<file path="config.mk">
export PLATFORM = sky130hd
export DESIGN_NAME = hpp_index_window
export DESIGN_NICKNAME = d
export VERILOG_FILES = /design/src/core/hpp_index_window.v
export VERILOG_INCLUDE_DIRS = /design/src /design/src/core
export SDC_FILE = /design/constraint.sdc
export NUM_CORES = 1
export LEC_CHECK = 0
export BUFFER_PORTS_ARGS = -buffer_cell sky130_fd_sc_hd__buf_2
export CORE_ASPECT_RATIO = 0.9
export CORE_UTILIZATION = 53
export DETAILED_ROUTE_END_ITERATION = 16
export GPL_TIMING_DRIVEN = 0
export PLACE_DENSITY = 0.76
export SYNTH_ARGS = -nofsm -noshare
export SYNTH_HDL_FRONTEND = slang
export SYNTH_SLANG_ARGS = --single-unit
</file>
<file path="constraint.sdc">
create_clock -name mclk -period 6.6 [get_ports mclk]
set_input_delay 1.98 -clock mclk [delete_from_list [all_inputs] [get_ports mclk]]
set_output_delay 1.98 -clock mclk [all_outputs]
set_load 0.01 [all_outputs]
</file>
<file path="src/core/hpp_consts.vh">
// constants of the host parallel port index/data window
//
// Notes on behaviour
// - 16-bit direct mode: index upper-byte enable bit is active low, reads and writes.
// - Upper-byte enable is ignored for ordinary registers; they are full words.
// - Every index register holds a byte address used for its data register.
// - Ordinary registers: index bits 1:0 ignored, aligned 32-bit access.
// - 16-bit direct mode: index bit 0 is an active-low lower-byte enable.
// - Each data register is a four-byte window onto the indexed register.
// - Ordinary registers: host pieces assemble into one word write, reads split.
// - Host address 1:0 picks a byte in 8-bit mode, bit 1 a word in 16-bit.
// - Direct mode allows unaligned access; index bits 1:0 join the pointer in 8-bit mode, only bit 1 in 16-bit.
// - Direct mode internal accesses are at host bus width.
// - Direct mode adds host address 1:0 to the index address in 8-bit mode, only host address bit 1 in 16-bit.
// - Configuration holds one endianness bit per pair plus one for the FIFO path.
// - Configuration takes byte or word writes at once, no assembly.
// - Each configuration byte is replicated into all four byte positions.
// - Bits 27 and 19 mirror FIFO endianness bit 3, read/write, reset zero.
// - Bits 26..24 mirror pair endianness bits 2..0, reset zero.
// - Writing a one into any copy of a mirrored bit sets all copies.
// - FIFO endianness bit: 0 little endian, 1 big endian, for bypass path.
`ifndef HPP_CONSTS_VH
`define HPP_CONSTS_VH
// slot number = host byte address / 4
`define HPP_SLOT_IDX0 3'h0
`define HPP_SLOT_DATA0 3'h1
`define HPP_SLOT_IDX1 3'h2
`define HPP_SLOT_DATA1 3'h3
`define HPP_SLOT_IDX2 3'h4
`define HPP_SLOT_DATA2 3'h5
`define HPP_SLOT_FIFO 3'h6
`define HPP_SLOT_CFG 3'h7
// index register fields
`define HPP_IDX_UBE_BIT 16
`define HPP_IDX_RST 32'h00000000
// configuration
`define HPP_CFG_FIFO_BIT 3
`define HPP_CFG_RST 4'h0
// internal target select
`define HPP_SEL_REG 2'h0
`define HPP_SEL_CORE 2'h1
`define HPP_SEL_FIFO 2'h2
`endif

</file>
<file path="src/core/hpp_index_window.v">
// host parallel port index/data window with byte order configuration
`timescale 1ns/1ps
`include "hpp_consts.vh"
module hpp_index_window #(
  parameter AW = 16
) (
  // clock and reset
  input wire mclk,
  input wire nrst,
  // host pins
  input wire hp_cs_n,
  input wire hp_rd_n,
  input wire hp_wr_n,
  input wire [4:0] hp_addr,
  input wire [15:0] hp_data_i,
  output wire [15:0] hp_data_o,
  output wire hp_data_oe_n,
  // mode straps
  input wire mode_16bit,
  input wire core_direct_map_mode,
  // internal access bus
  output wire int_req,
  output wire int_wr,
  output wire [1:0] int_sel,
  output wire [AW-1:0] int_addr,
  output wire [3:0] int_be,
  output wire [31:0] int_wdata,
  input wire [31:0] int_rdata,
  input wire int_ack,
  // byte order of bypass fifo path
  output wire fifo_big_endian
);

  // ********************
  // functions
  // ********************
  function [31:0] rev;
    input [31:0] w;
    begin
      rev = {w[7:0], w[15:8], w[23:16], w[31:24]};
    end
  endfunction

  function [15:0] piece;
    input [31:0] w;
    input [1:0] lane;
    input m16;
    reg [31:0] s;
    begin
      s = w >> {lane, 3'b000};
      piece = m16 ? s[15:0] : {8'h00, s[7:0]};
    end
  endfunction

  function [31:0] merge;
    input [31:0] w;
    input [1:0] lane;
    input m16;
    input [15:0] d;
    reg [31:0] mask;
    reg [31:0] val;
    begin
      mask = (m16 ? 32'h0000FFFF : 32'h000000FF) << {lane, 3'b000};
      val = {16'h0000, m16 ? d : {8'h00, d[7:0]}} << {lane, 3'b000};
      merge = (w & ~mask) | (val & mask);
    end
  endfunction

  // ********************
  // pin synchronisers
  // ********************
  reg [25:0] pin_s1_q;
  reg [25:0] pin_s2_q;
  reg rd_prev_q;
  reg wr_prev_q;
  reg cs_prev_q;
  reg [4:0] a_prev_q;
  reg [15:0] d_prev_q;

  always @(posedge mclk or negedge nrst)
  begin
    if (!nrst)
    begin
      pin_s1_q <= 26'h3FFFFFF;
      pin_s2_q <= 26'h3FFFFFF;
      rd_prev_q <= 1'b1;
      wr_prev_q <= 1'b1;
      cs_prev_q <= 1'b1;
      a_prev_q <= 5'h00;
      d_prev_q <= 16'h0000;
    end
    else
    begin
      pin_s1_q <= {hp_cs_n, hp_rd_n, hp_wr_n, mode_16bit, core_direct_map_mode, hp_addr, hp_data_i};
      pin_s2_q <= pin_s1_q;
      rd_prev_q <= pin_s2_q[24];
      wr_prev_q <= pin_s2_q[23];
      cs_prev_q <= pin_s2_q[25];
      a_prev_q <= pin_s2_q[20:16];
      d_prev_q <= pin_s2_q[15:0];
    end
  end

  wire cs_n_s = pin_s2_q[25];
  wire rd_n_s = pin_s2_q[24];
  wire wr_n_s = pin_s2_q[23];
  wire m16 = pin_s2_q[22];
  wire dmap = pin_s2_q[21];
  // read taken at strobe fall, write at strobe rise with the held address and data
  wire rd_ev = ~cs_n_s & rd_prev_q & ~rd_n_s;
  wire wr_ev = ~cs_prev_q & ~wr_prev_q & wr_n_s;
  wire [4:0] ha = wr_ev ? a_prev_q : pin_s2_q[20:16];
  wire [15:0] hd = d_prev_q;

  // ********************
  // decode
  // ********************
  localparam ST_IDLE = 2'b01;
  localparam ST_BUSY = 2'b10;

  reg [1:0] st_q;
  reg [31:0] idx_q [0:2];
  reg [31:0] wbuf_q [0:3];
  reg [31:0] rbuf_q [0:3];
  reg [3:0] cfg_q;
  reg [15:0] dout_q;
  reg oe_n_q;
  reg req_q;
  reg wr_q;
  reg [1:0] sel_q;
  reg [AW-1:0] addr_q;
  reg [3:0] be_q;
  reg [31:0] wdata_q;
  reg [1:0] pend_pair_q;
  reg [1:0] pend_lane_q;
  reg pend_dir_q;
  reg pend_big_q;

  reg is_idx;
  reg is_data;
  reg is_fifo;
  reg is_cfg;
  reg [1:0] pair;

  always @*
  begin
    is_idx = 1'b0;
    is_data = 1'b0;
    is_fifo = 1'b0;
    is_cfg = 1'b0;
    pair = 2'h0;
    if (ha[4:2] == `HPP_SLOT_IDX0)
      is_idx = 1'b1;
    else if (ha[4:2] == `HPP_SLOT_DATA0)
      is_data = 1'b1;
    else if (ha[4:2] == `HPP_SLOT_IDX1)
    begin
      is_idx = 1'b1;
      pair = 2'h1;
    end
    else if (ha[4:2] == `HPP_SLOT_DATA1)
    begin
      is_data = 1'b1;
      pair = 2'h1;
    end
    else if (ha[4:2] == `HPP_SLOT_IDX2)
    begin
      is_idx = 1'b1;
      pair = 2'h2;
    end
    else if (ha[4:2] == `HPP_SLOT_DATA2)
    begin
      is_data = 1'b1;
      pair = 2'h2;
    end
    else if (ha[4:2] == `HPP_SLOT_FIFO)
    begin
      is_fifo = 1'b1;
      pair = 2'h3;
    end
    else
      is_cfg = 1'b1;
  end

  wire [1:0] lane = m16 ? {ha[1], 1'b0} : ha[1:0];
  wire last = m16 ? ha[1] : (ha[1:0] == 2'b11);
  wire first = (lane == 2'b00);
  wire big = cfg_q[pair];
  wire [1:0] ipair = (pair == 2'h3) ? 2'h0 : pair;
  wire [31:0] idx_cur = idx_q[ipair];
  wire [31:0] idx_view = big ? rev(idx_cur) : idx_cur;
  wire direct = dmap & is_data;
  // ordinary target: aligned word, low index bits dropped
  wire [AW-1:0] reg_addr = {idx_cur[AW-1:2], 2'b00};
  // direct target: pointer plus host low address bits
  wire [AW-1:0] dir_addr = m16 ? ({idx_cur[AW-1:1], 1'b0} + {{(AW-2){1'b0}}, ha[1], 1'b0})
                               : (idx_cur[AW-1:0] + {{(AW-2){1'b0}}, ha[1:0]});
  wire lbe = ~idx_cur[0];
  wire ube = ~idx_cur[`HPP_IDX_UBE_BIT];
  wire [3:0] dir_be = m16 ? (big ? {2'b00, lbe, ube} : {2'b00, ube, lbe}) : 4'b0001;
  wire [15:0] dir_wd = (m16 & big) ? {hd[7:0], hd[15:8]} : (m16 ? hd : {8'h00, hd[7:0]});
  wire [31:0] cfg_view = {4'h0, cfg_q, 4'h0, cfg_q, 4'h0, cfg_q, 4'h0, cfg_q};
  wire [3:0] cfg_wr = m16 ? (hd[3:0] | hd[11:8]) : hd[3:0];
  wire [31:0] wbuf_new = merge(wbuf_q[pair], lane, m16, hd);
  wire [31:0] idx_new = merge(idx_view, lane, m16, hd);
  wire [31:0] idx_mask = 32'h00010000 | ((32'h00000001 << AW) - 32'h00000001);

  // ********************
  // host access engine
  // ********************
  integer i;
  always @(posedge mclk or negedge nrst)
  begin
    if (!nrst)
    begin
      st_q <= ST_IDLE;
      for (i = 0; i < 3; i = i + 1)
        idx_q[i] <= `HPP_IDX_RST;
      for (i = 0; i < 4; i = i + 1)
      begin
        wbuf_q[i] <= 32'h00000000;
        rbuf_q[i] <= 32'h00000000;
      end
      cfg_q <= `HPP_CFG_RST;
      dout_q <= 16'h0000;
      oe_n_q <= 1'b1;
      req_q <= 1'b0;
      wr_q <= 1'b0;
      sel_q <= `HPP_SEL_REG;
      addr_q <= {AW{1'b0}};
      be_q <= 4'h0;
      wdata_q <= 32'h00000000;
      pend_pair_q <= 2'h0;
      pend_lane_q <= 2'h0;
      pend_dir_q <= 1'b0;
      pend_big_q <= 1'b0;
    end
    else
    begin
      oe_n_q <= cs_n_s | rd_n_s;
      case (st_q)
        ST_IDLE:
        begin
          if (wr_ev)
          begin
            if (is_cfg)
              cfg_q <= cfg_wr;
            else if (is_idx)
              idx_q[ipair] <= (big ? rev(idx_new) : idx_new) & idx_mask;
            else if (direct)
            begin
              req_q <= 1'b1;
              wr_q <= 1'b1;
              sel_q <= `HPP_SEL_CORE;
              addr_q <= dir_addr;
              be_q <= dir_be;
              wdata_q <= {16'h0000, dir_wd};
              st_q <= ST_BUSY;
            end
            else
            begin
              wbuf_q[pair] <= wbuf_new;
              if (last)
              begin
                req_q <= 1'b1;
                wr_q <= 1'b1;
                sel_q <= is_fifo ? `HPP_SEL_FIFO : `HPP_SEL_REG;
                addr_q <= is_fifo ? {AW{1'b0}} : reg_addr;
                be_q <= 4'hF;
                wdata_q <= big ? rev(wbuf_new) : wbuf_new;
                st_q <= ST_BUSY;
              end
            end
          end
          else if (rd_ev)
          begin
            if (is_cfg)
              dout_q <= piece(cfg_view, lane, m16);
            else if (is_idx)
              dout_q <= piece(idx_view, lane, m16);
            else if (direct | first)
            begin
              req_q <= 1'b1;
              wr_q <= 1'b0;
              sel_q <= direct ? `HPP_SEL_CORE : (is_fifo ? `HPP_SEL_FIFO : `HPP_SEL_REG);
              addr_q <= direct ? dir_addr : (is_fifo ? {AW{1'b0}} : reg_addr);
              be_q <= direct ? dir_be : 4'hF;
              pend_pair_q <= pair;
              pend_lane_q <= lane;
              pend_dir_q <= direct;
              pend_big_q <= big;
              st_q <= ST_BUSY;
            end
            else
              dout_q <= piece(rbuf_q[pair], lane, m16);
          end
        end
        ST_BUSY:
        begin
          if (int_ack)
          begin
            req_q <= 1'b0;
            st_q <= ST_IDLE;
            if (!wr_q)
            begin
              if (pend_dir_q)
                dout_q <= (m16 & pend_big_q) ? {int_rdata[7:0], int_rdata[15:8]}
                        : (m16 ? int_rdata[15:0] : {8'h00, int_rdata[7:0]});
              else
              begin
                rbuf_q[pend_pair_q] <= pend_big_q ? rev(int_rdata) : int_rdata;
                dout_q <= piece(pend_big_q ? rev(int_rdata) : int_rdata, pend_lane_q, m16);
              end
            end
          end
        end
        default:
          st_q <= ST_IDLE;
      endcase
    end
  end

  // ********************
  // outputs
  // ********************
  assign hp_data_o = dout_q;
  assign hp_data_oe_n = oe_n_q;
  assign int_req = req_q;
  assign int_wr = wr_q;
  assign int_sel = sel_q;
  assign int_addr = addr_q;
  assign int_be = be_q;
  assign int_wdata = wdata_q;
  assign fifo_big_endian = cfg_q[`HPP_CFG_FIFO_BIT];

endmodule

</file>
==> flow_summary.json, run 1 <==
{
  "hpwl_um": 57320,
  "netlist_area_um2": 22450,
  "vias": 19720,
  "min_from": "pin_s1_q[23]",
  "ys_ff_latch": 467,
  "maxCapViolations": 0,
  "cts_inserted_buffers": 47,
  "synth_top_family_by_area": "compound AO/OA/AOI/OAI gates",
  "max_slew.worst_pin.slew_ns": 1.286,
  "status": "finished clean",
  "drc": 0,
  "die_w_um": 218.9,
  "drive_above_1_share": 0.1869,
  "syn_inst": 2222,
  "cp_cell_sequence": "nor3b_1 > mux2_2 > clkinv_2 > buf_4 > ha_1 > buf_2 > buf_2 > buf_2 > mux2i_1 > o21ai_1 > inv_1 > fa_1 > o21ai_0 > nand3b_1 > nor3_2 > a311oi_1 > a41oi_1 > o21ai_0",
  "drtPass1Iterations": 6,
  "start_kind": "register",
  "gp_congestion": 0.9936,
  "insertion_delay_ns": 0.61,
  "holdWs_ns": 0.3513,
  "cp-end-kind": "register",
  "root_buffer": "clkbuf_16",
  "htreeDepth": 2,
  "finalMaxSlewViolations": 0,
  "final_util": 0.6111,
  "hp-class": "reg -> reg",
  "grt_pass1_vias": 19120,
  "antenna_found_initial": 2,
  "cts_max_path_buffers": 3,
  "place.port_buffers": 134,
  "num_io_pins": 135,
  "ant_nets": 0,
  "cts_hold_buf": 0,
  "cp_data_arrival_time_ns": 6.91,
  "yosysSeqAreaShare": 0.5238,
  "track_usage": 0.3753,
  "cp.required_ns": 7.07,
  "period_share": 0.9762,
  "cts.reportedPaths.clkPinSlew_ns": 0.06,
  "synthAdderAreaFrac": 0.005909,
  "initial_utilization": 0.5376,
  "core-area_um2": 41750,
  "synth_compound_area_frac": 0.1864,
  "synth_xor_area_frac": 0.0003902,
  "layout.cells.non_filler": 2989,
  "grt_max_degree": 125,
  "area_growth_pct": 13.67,
  "relSlewSlack": 0.1333,
  "synth_warnings": 0,
  "finalPower_mw": 10.50,
  "path_common_cell": "buf_2",
  "slowest_stage": "o21ai_1",
  "syn_nets": 2293,
  "grt_pass1_wl_um": 119600,
  "die_h_um": 197.2,
  "muxShareOfSynthArea": 0.1358,
  "crit_path_max_incr_delay_ns": 0.56,
  "max_freq_mhz": 155.2,
  "finalSetupTns_ns": 0,
  "cpLargestDelayFamily": "buffers and inverters",
  "cts_tree": "yes",
  "yosys.cell_types.count": 72,
  "synth_edf_count": 0,
  "drt_iter0_drc": 2741,
  "nets": 2475,
  "worstPathMaxFanout": 19,
  "setup_viol": 0,
  "avgSynthCellArea_um2": 10.10,
  "via_per_inst": 6.596,
  "finalHoldViolations": 0,
  "skew_ns": 0.02875,
  "cp.buffers_inverters": 6,
  "p_leak_nw": 11.41,
  "vdd_drop_max_v": 0.0002261,
  "avgRoutedWirePerCell_um": 26.62,
  "dp_cells": 2907,
  "period_needed_ns": 6.443,
  "grt-ovfl-total": 0,
  "cts_sinks": 467,
  "num_rows": 71,
  "synth_ff_type": "dfrtp_1",
  "p_per_area_nw_per_um2": 411.4,
  "postSynth.asyncResetShare": 1.000,
  "rr_startpoint": "pin_s2_q[23]",
  "drt_wl_total_um": 79570,
  "rsz0062_at_grt": "no",
  "dieArea_um2": 43180,
  "synth-simple-area-share": 0.1128,
  "critical_path_class": "reg -> reg",
  "crit_path_start": "pin_s2_q[23]"
}
==> flip-flops by register name (all words and copies together) (netlist names), 2 cells and up <==
register,flops
rbuf_q,128
wbuf_q,128
idx_q,51
int_wdata,32
pin_s1_q,26
pin_s2_q,26
d_prev_q,16
hp_data_o,16
int_addr,16
a_prev_q,5
cfg_q,4
int_be,3
int_sel,2
pend_lane_q,2
pend_pair_q,2
st_q,2
==> what timing repair did <==
action,4_1_cts,5_1_grt
endpoints found under the setup margin,17,2
setup buffers,0,0
resized for setup,6,4
==> final cells by class <==
cell class              instances  area [um2]
clock inverters                21       236.5
well taps                     547       684.4
multi-input cells            1570        9915
inverters                      19       72.57
flip-flops and latches        467       11760
plain buffers                 161       701.9
fillers                      3462       16240
clock buffers                  64        1351
repair buffers                138       790.8
diodes                          2       5.005
==> kinds of logic after synthesis <==
logic type | Yosys count
adders and majority gates | 10
muxes | 275
AOI/OAI and AO/OA | 674
DFF | 467
and+or+nand+nor | 610
xor gates and xnor gates | 1
buffers and inverters | 185
==> placed cells by master, fill, tap and decap left out, types with 10 or more instances in the layout <==
| cell | n |
|---|---|
| a22oi_1 | 14 |
| clkbuf_1 | 113 |
| nand2_1 | 421 |
| a32o_1 | 10 |
| mux4_2 | 13 |
| o221ai_1 | 34 |
| nor2_1 | 93 |
| dfstp_2 | 57 |
| nand3_1 | 29 |
| o2111ai_1 | 12 |
| o22ai_1 | 26 |
| mux2i_1 | 167 |
| dfrtp_1 | 410 |
| a31oi_1 | 19 |
| o22a_1 | 13 |
| buf_2 | 174 |
| nor2b_1 | 14 |
| mux2_2 | 93 |
| clkbuf_16 | 48 |
| o21ai_0 | 275 |
| nor3_1 | 13 |
| a21oi_1 | 134 |
| clkinv_2 | 10 |
| inv_1 | 16 |
| a211oi_1 | 23 |
==> worst paths after layout <==
| path | to | slack, ns | cells after the start |
|---|---|---|---|
| setup / recovery | int_addr[10] | 0.16 | 18 |
| hold / removal | pin_s2_q[23] | 0.35 | 0 |
| setup reg to reg | int_addr[10] | 0.16 | 18 |
| hold reg to reg | pin_s2_q[23] | 0.35 | 0 |
| max in group asynchronous | idx_q[11] | 3.88 | 3 |
| min in group asynchronous | rbuf_q[49] | 1.26 | 1 |
==> where the power goes <==
| group | switching (mW) | total [mW] | internal, mW |
|---|---|---|---|
| combinational | 2.23 | 3.55 | 1.32 |
| clock | 1.18 | 2.77 | 1.60 |
| sequential | 0.514 | 4.17 | 3.66 |
==> Yosys cell counts (26+ instances only) <==
| master | n | area [um2] |
|---|---|---|
| nand2_1 | 421 | 1580 |
| dfrtp_1 | 410 | 10260 |
| o21ai_0 | 276 | 1381 |
| mux2i_1 | 167 | 1672 |
| a21oi_1 | 134 | 670.6 |
| clkbuf_1 | 109 | 409.1 |
| mux2_2 | 93 | 1047 |
| nor2_1 | 93 | 349.1 |
| dfstp_2 | 57 | 1498 |
| buf_2 | 44 | 220.2 |
| o221ai_1 | 34 | 297.8 |
| nand3_1 | 29 | 145.1 |
| o22ai_1 | 26 | 162.7 |
==> per-stage QoR <==
| stage | worst slack [ns] | instance area [um2] |
|---|---|---|
| floorplan | 1.332 | 22450 |
| global placement | -5.466 | 23800 |
| detailed placement | -1.499 | 23920 |
| CTS | 0.1808 | 25510 |
| global route | 0.01760 | 25510 |
| finish | 0.1568 | 25510 |
==> layer usage <==
layer / share of wire / routed length, um / vias to the layer above / track usage
met4: 0.043 / 3429 / 4 / 0.1641
met1: 0.40 / 31840 / 9809 / 0.5267
met5: 0.00033 / 26 / - / 0.004598
met2: 0.42 / 33780 / 1274 / 0.5287
li1: - / - / 8386 / -
met3: 0.13 / 10490 / 243 / 0.1246
(Power assumes the default switching activity.)
==> run 2: changes to the inputs <==
CELL_PAD_IN_SITES_DETAIL_PLACEMENT = 0   (was unset)
CELL_PAD_IN_SITES_GLOBAL_PLACEMENT = 1   (was unset)
CORE_UTILIZATION = 48   (was 53)
PLACE_DENSITY = 0.84   (was 0.76)
==> run 2 against run 1 <==
Effect of this change: first-iteration DRC count down 13%; highest routed layer is now met4; non-clock buffer count stayed put; global-route usage decreased by 3.7 points; register-to-register slack improved by 0.03 ns.
==> flow_summary.json, run 2 (synthesis gave the netlist of run 1 again) <==
{
  "ant_nets": 0,
  "cts_sinks": 467,
  "clkPwrFrac": 0.281,
  "via_per_inst": 6.424,
  "layout_common_cells": "421 x nand2_1, 410 x dfrtp_1, 275 x o21ai_0, 174 x buf_2, 167 x mux2i_1",
  "maxCapViolations": 0,
  "final_common_cell": "nand2_1",
  "track_usage": 0.3379,
  "finalPower_mw": 10.70,
  "drc": 0,
  "vdd_drop_max_v": 0.0002492,
  "setup_viol": 0,
  "cts_max_path_buffers": 3,
  "hp-class": "reg -> reg",
  "crit_path_max_incr_delay_ns": 0.59,
  "core-area_um2": 45740,
  "dieArea_um2": 47630,
  "p_int_mw": 6.778,
  "worstPathMaxFanout": 19,
  "r2r_slack_ns": 0.19,
  "finalSetupTns_ns": 0,
  "cp.buffers_inverters": 6,
  "fin_area_um2": 25760,
  "start_kind": "register",
  "root_buffer": "clkbuf_16",
  "p_leak_nw": 11.48,
  "skew_ns": 0.03898,
  "cts_tree": "yes",
  "htreeDepth": 2,
  "drt_iter0_drc": 2374,
  "relSlewSlack": 0.1602,
  "p_sw_frac": 0.3663,
  "grt_max_degree": 129,
  "num_rows": 74,
  "cts_inserted_buffers": 49,
  "status": "finished clean",
  "p_sw_mw": 3.917,
  "period_share": 0.9710,
  "drtPass1Iterations": 7,
  "hpwl_um": 57860,
  "area_growth_pct": 14.74,
  "die_w_um": 229.9,
  "vias": 19620,
  "drive_above_1_share": 0.1884,
  "max_slew.worst_pin.slew_ns": 1.228,
  "finalHoldViolations": 0,
  "period_needed_ns": 6.408,
  "diodes": 0,
  "cp-end-kind": "register",
  "num_io_pins": 135,
  "cp.required_ns": 7.07,
  "finalMaxSlewViolations": 0,
  "p_per_area_nw_per_um2": 415.2,
  "initial_utilization": 0.4908,
  "antenna_found_initial": 0,
  "reg_top3": "rbuf_q (128), wbuf_q (128), idx_q (51)",
  "cts_hold_buf": 0,
  "avgRoutedWirePerCell_um": 26.40,
  "insertion_delay_ns": 0.63,
  "critical_path_class": "reg -> reg",
  "path_common_cell": "buf_2",
  "gp_congestion": 0.9659,
  "drt_wl_total_um": 80650,
  "rsz0062_at_grt": "no",
  "die_h_um": 207.2,
  "cts.reportedPaths.clkPinSlew_ns": 0.06,
  "dpl_cell_area_um2": 24000,
  "cp_cell_sequence": "nor3b_1 > mux2_2 > clkinv_2 > clkbuf_4 > ha_1 > buf_2 > buf_2 > buf_2 > mux2i_1 > o21ai_1 > inv_1 > fa_1 > o21ai_0 > nand3b_1 > nor3_2 > a311oi_1 > a41oi_1 > o21ai_0",
  "p_comb_frac": 0.329,
  "place.port_buffers": 134,
  "cp_data_arrival_time_ns": 6.87,
  "max_freq_mhz": 156.0,
  "grt_pass1_vias": 18770,
  "cpLargestDelayFamily": "buffers and inverters",
  "grt_pass1_wl_um": 120200,
  "grt-ovfl-total": 0,
  "slowest_stage": "o21ai_1",
  "post_cts_buffers": 0,
  "nets": 2477,
  "seqPwrFrac": 0.389
}
==> run 2: cell types whose count changed in the layout (fill, tap and decap cells not counted) <==
cell and delta:
clkbuf_16 +5, clkbuf_1 +3, clkbuf_8 +3, clkinv_2 -3, diode_2 -2, buf_4 -1
bufinv_16 +1, clkbuf_4 +1, clkinv_1 -1, clkinv_4 +1, clkinv_8 -1, inv_8 -1
==> run 2: worst paths after layout <==
path	start	cells after the start	end
max	pin_s2_q[23]	18	int_addr[10]
min	pin_s1_q[16]	0	pin_s2_q[16]
max reg2reg	pin_s2_q[23]	18	int_addr[10]
min reg2reg	pin_s1_q[16]	0	pin_s2_q[16]
max in group asynchronous	nrst	3	d_prev_q[1]
min in group asynchronous	nrst	1	pend_pair_q[1]
==> run 2: stage by stage <==
step | utilization | instances | setup WS [ns] | hold slack (ns)
final | 0.5631 | 3055 | 0.1916 | 0.3504
after global routing | 0.5631 | 3055 | 0.002527 | 0.3567
after CTS | 0.5630 | 3056 | 0.01486 | 0.3536
after detailed placement | 0.5247 | 2968 | -1.523 | 0.3468
after global placement | 0.5220 | 2964 | -5.484 | 0.3455
after floorplan | - | 2222 | 1.332 | 0.3452
==> run 2: layout make-up <==
class / instances / area (um2)
clock inverter: 17 / 229.0
multi-input combinational: 1570 / 9915
clock buffer: 75 / 1529
timing repair buffer: 138 / 790.8
sequential: 467 / 11760
buffer: 161 / 701.9
inverter: 19 / 72.57
tap: 608 / 760.7
fill: 4081 / 19980
==> run 2: power groups by stage <==
stage,logic (mW),registers [mW],clock network [mW]
2_1_floorplan,2.17,4.11,0
3_3_place_gp,3.33,4.15,0
3_5_place_dp,3.42,4.18,0
4_1_cts,3.44,4.14,3.02
5_1_grt,3.80,4.24,3.14
6_report,3.52,4.16,3.01
==> run 2: worst register-to-register path, cell delays in order, from the launching register on <==
cell      delay, ns
dfstp_2        0.53
nor3b_1        0.36
mux2_2         0.42
clkinv_2       0.37
clkbuf_4       0.49
ha_1           0.22
buf_2          0.20
buf_2          0.31
buf_2          0.38
mux2i_1        0.13
o21ai_1        0.59
inv_1          0.20
fa_1           0.41
o21ai_0        0.33
nand3b_1       0.27
nor3_2         0.43
a311oi_1       0.17
a41oi_1        0.32
o21ai_0        0.13
==> run 2: repair_timing <==
item,in CTS,in global routing
cloned,0,0
gates resized for setup,5,4
setup endpoints to repair,19,4
==> run 2: per-layer routing <==
metal	global-route usage	routed length (um)	vias to the layer above
li1	-	-	8383
met1	0.4864	34140	9904
met2	0.4775	34300	1115
met3	0.09526	8986	222
met4	0.1391	3231	0
met5	0	0	-
==> run 3: changes to the inputs <==
PLACE_DENSITY = unset   (was 0.84)
PLACE_DENSITY_LB_ADDON = 0.1   (was unset)
==> run 3 against run 2 <==
Effect of this change: global-route usage increased by 1.3 points; die area stayed put; power down 1.6%; register-to-register slack better by 0.18 ns; largest cell class unchanged; worst hold slack worse by 0.0015 ns; combinational power up 1%; critical path depth up 1; non-clock buffer count is the same.
==> flow_summary.json, run 3 (synthesis gave the netlist of run 1 again) <==
{
  "multi_input_area_um2": 9915,
  "max_freq_mhz": 160.5,
  "avgRoutedWirePerCell_um": 27.27,
  "finalPower_mw": 10.52,
  "drt_iter0_drc": 2323,
  "hpwl_um": 61270,
  "htreeDepth": 2,
  "area_growth_pct": 14.15,
  "track_usage": 0.3507,
  "slowest_stage": "dfstp_2",
  "seqCellArea_um2": 11760,
  "cts_tree": "yes",
  "grt-ovfl-total": 0,
  "rsz0062_at_grt": "no",
  "reg_top3": "rbuf_q (128), wbuf_q (128), idx_q (51)",
  "vdd_drop_max_v": 0.0002437,
  "period_needed_ns": 6.232,
  "die_w_um": 229.9,
  "cp_data_arrival_time_ns": 6.70,
  "dieArea_um2": 47630,
  "fillers": 4048,
  "die_h_um": 207.2,
  "initial_utilization": 0.4908,
  "p_leak_nw": 11.44,
  "grt_max_degree": 122,
  "layout.cells.non_filler": 3052,
  "cts_max_path_buffers": 3,
  "post_cts_buffers": 0,
  "place.port_buffers": 134,
  "cts.reportedPaths.clkPinSlew_ns": 0.06,
  "fin_area_um2": 25620,
  "max_slew.worst_pin.slew_ns": 1.226,
  "insertion_delay_ns": 0.60,
  "maxCapViolations": 0,
  "cp-end-kind": "register",
  "drtPass1Iterations": 6,
  "finalHoldViolations": 0,
  "worstPathMaxFanout": 19,
  "root_buffer": "clkbuf_16",
  "start_kind": "register",
  "layout_common_cells": "421 x nand2_1, 410 x dfrtp_1, 275 x o21ai_0, 176 x buf_2, 167 x mux2i_1",
  "p_per_area_nw_per_um2": 410.6,
  "setup_viol": 0,
  "cts_inserted_buffers": 49,
  "cp.required_ns": 7.07,
  "cp.buffers_inverters": 6,
  "num_rows": 74,
  "drc": 0,
  "holdWs_ns": 0.3489,
  "antenna_found_initial": 2,
  "cts_sinks": 467,
  "period_share": 0.9442,
  "crit_path_max_incr_delay_ns": 0.54,
  "grt_pass1_wl_um": 123000,
  "critical_path_class": "reg -> reg",
  "skew_ns": 0.01986,
  "status": "finished clean",
  "grt_pass1_vias": 18760,
  "nets": 2477,
  "cpLargestDelayFamily": "buffers and inverters",
  "finalMaxSlewViolations": 0,
  "path_common_cell": "buf_2",
  "diodes": 0,
  "final_common_cell": "nand2_1",
  "hp-class": "reg -> reg",
  "cp_cell_sequence": "nor3b_1 > mux2_2 > clkinv_2 > clkbuf_4 > ha_1 > buf_2 > buf_2 > buf_2 > mux2i_1 > o21ai_2 > ha_1 > inv_1 > fa_1 > o21ai_0 > nand3b_1 > nor3_2 > a311oi_1 > a41oi_1 > o21ai_0",
  "dpl_cell_area_um2": 24000,
  "num_io_pins": 135,
  "final_util": 0.5602,
  "dp_cells": 2968,
  "relSlewSlack": 0.1796,
  "drt_wl_total_um": 83240,
  "core-area_um2": 45740,
  "ant_nets": 0,
  "drive_above_1_share": 0.1886,
  "via_per_inst": 6.299,
  "vias": 19230,
  "gp_congestion": 0.9419
}
run 3: path summary, 6_finish.rpt:
kind	from	end	slack (ns)	cells after the start
max	pin_s2_q[23]	int_addr[10]	0.37	19
min	pin_s1_q[16]	pin_s2_q[16]	0.35	0
max reg2reg	pin_s2_q[23]	int_addr[10]	0.37	19
min reg2reg	pin_s1_q[16]	pin_s2_q[16]	0.35	0
max in group asynchronous	nrst	wbuf_q[79]	4.03	3
min in group asynchronous	nrst	rbuf_q[51]	1.27	1
run 3: area by class of cell:
cell class,instances,share of cell area
well taps,608,0.02969
plain buffers,161,0.02720
clock buffers,70,0.05684
clock inverters,19,0.006739
inverters,19,0.002832
repair buffers,138,0.03086
multi-input cells,1570,0.3870
flip-flops and latches,467,0.4589
run 3: worst register-to-register path: stages, from the launching register on:
cell      delay (ns)
dfstp_2         0.54
nor3b_1         0.42
mux2_2          0.42
clkinv_2        0.37
clkbuf_4        0.47
ha_1            0.23
buf_2           0.21
buf_2           0.32
buf_2           0.38
mux2i_1         0.15
o21ai_2         0.41
ha_1            0.26
inv_1           0.06
fa_1            0.37
o21ai_0         0.30
nand3b_1        0.23
nor3_2          0.41
a311oi_1        0.16
a41oi_1         0.26
o21ai_0         0.11
run 3: repair_timing:
action / in CTS / in global routing
resized for setup: 5 / 2
hold endpoints to repair: 0 / 0
setup endpoints to repair: 22 / 4
hold buffers: 0 / 0
run 3: power breakdown:
| group | switching (mW) | total, mW | internal (mW) |
|---|---|---|---|
| Sequential | 0.489 | 4.15 | 3.66 |
| Clock | 1.20 | 2.82 | 1.62 |
| Combinational | 2.24 | 3.56 | 1.32 |
| Total | 3.92 | 10.5 | 6.60 |
run 3: per-layer routing:
layer	GRT usage	up-vias	wire [um]
met2	0.4813	949	34450
met3	0.1239	204	9706
li1	-	8381	-
met5	0	-	8
met4	0.1340	2	3140
met1	0.5051	9690	35930
run 3: metrics by stage:
stage | setup WS (ns) | TNS (ns)
final | 0.3684 | 0
after global routing | 0.005172 | 0
after CTS | 0.1122 | 0
after detailed placement | -1.420 | -11.69
after global placement | -5.659 | -2452.81
after floorplan | 1.332 | 0
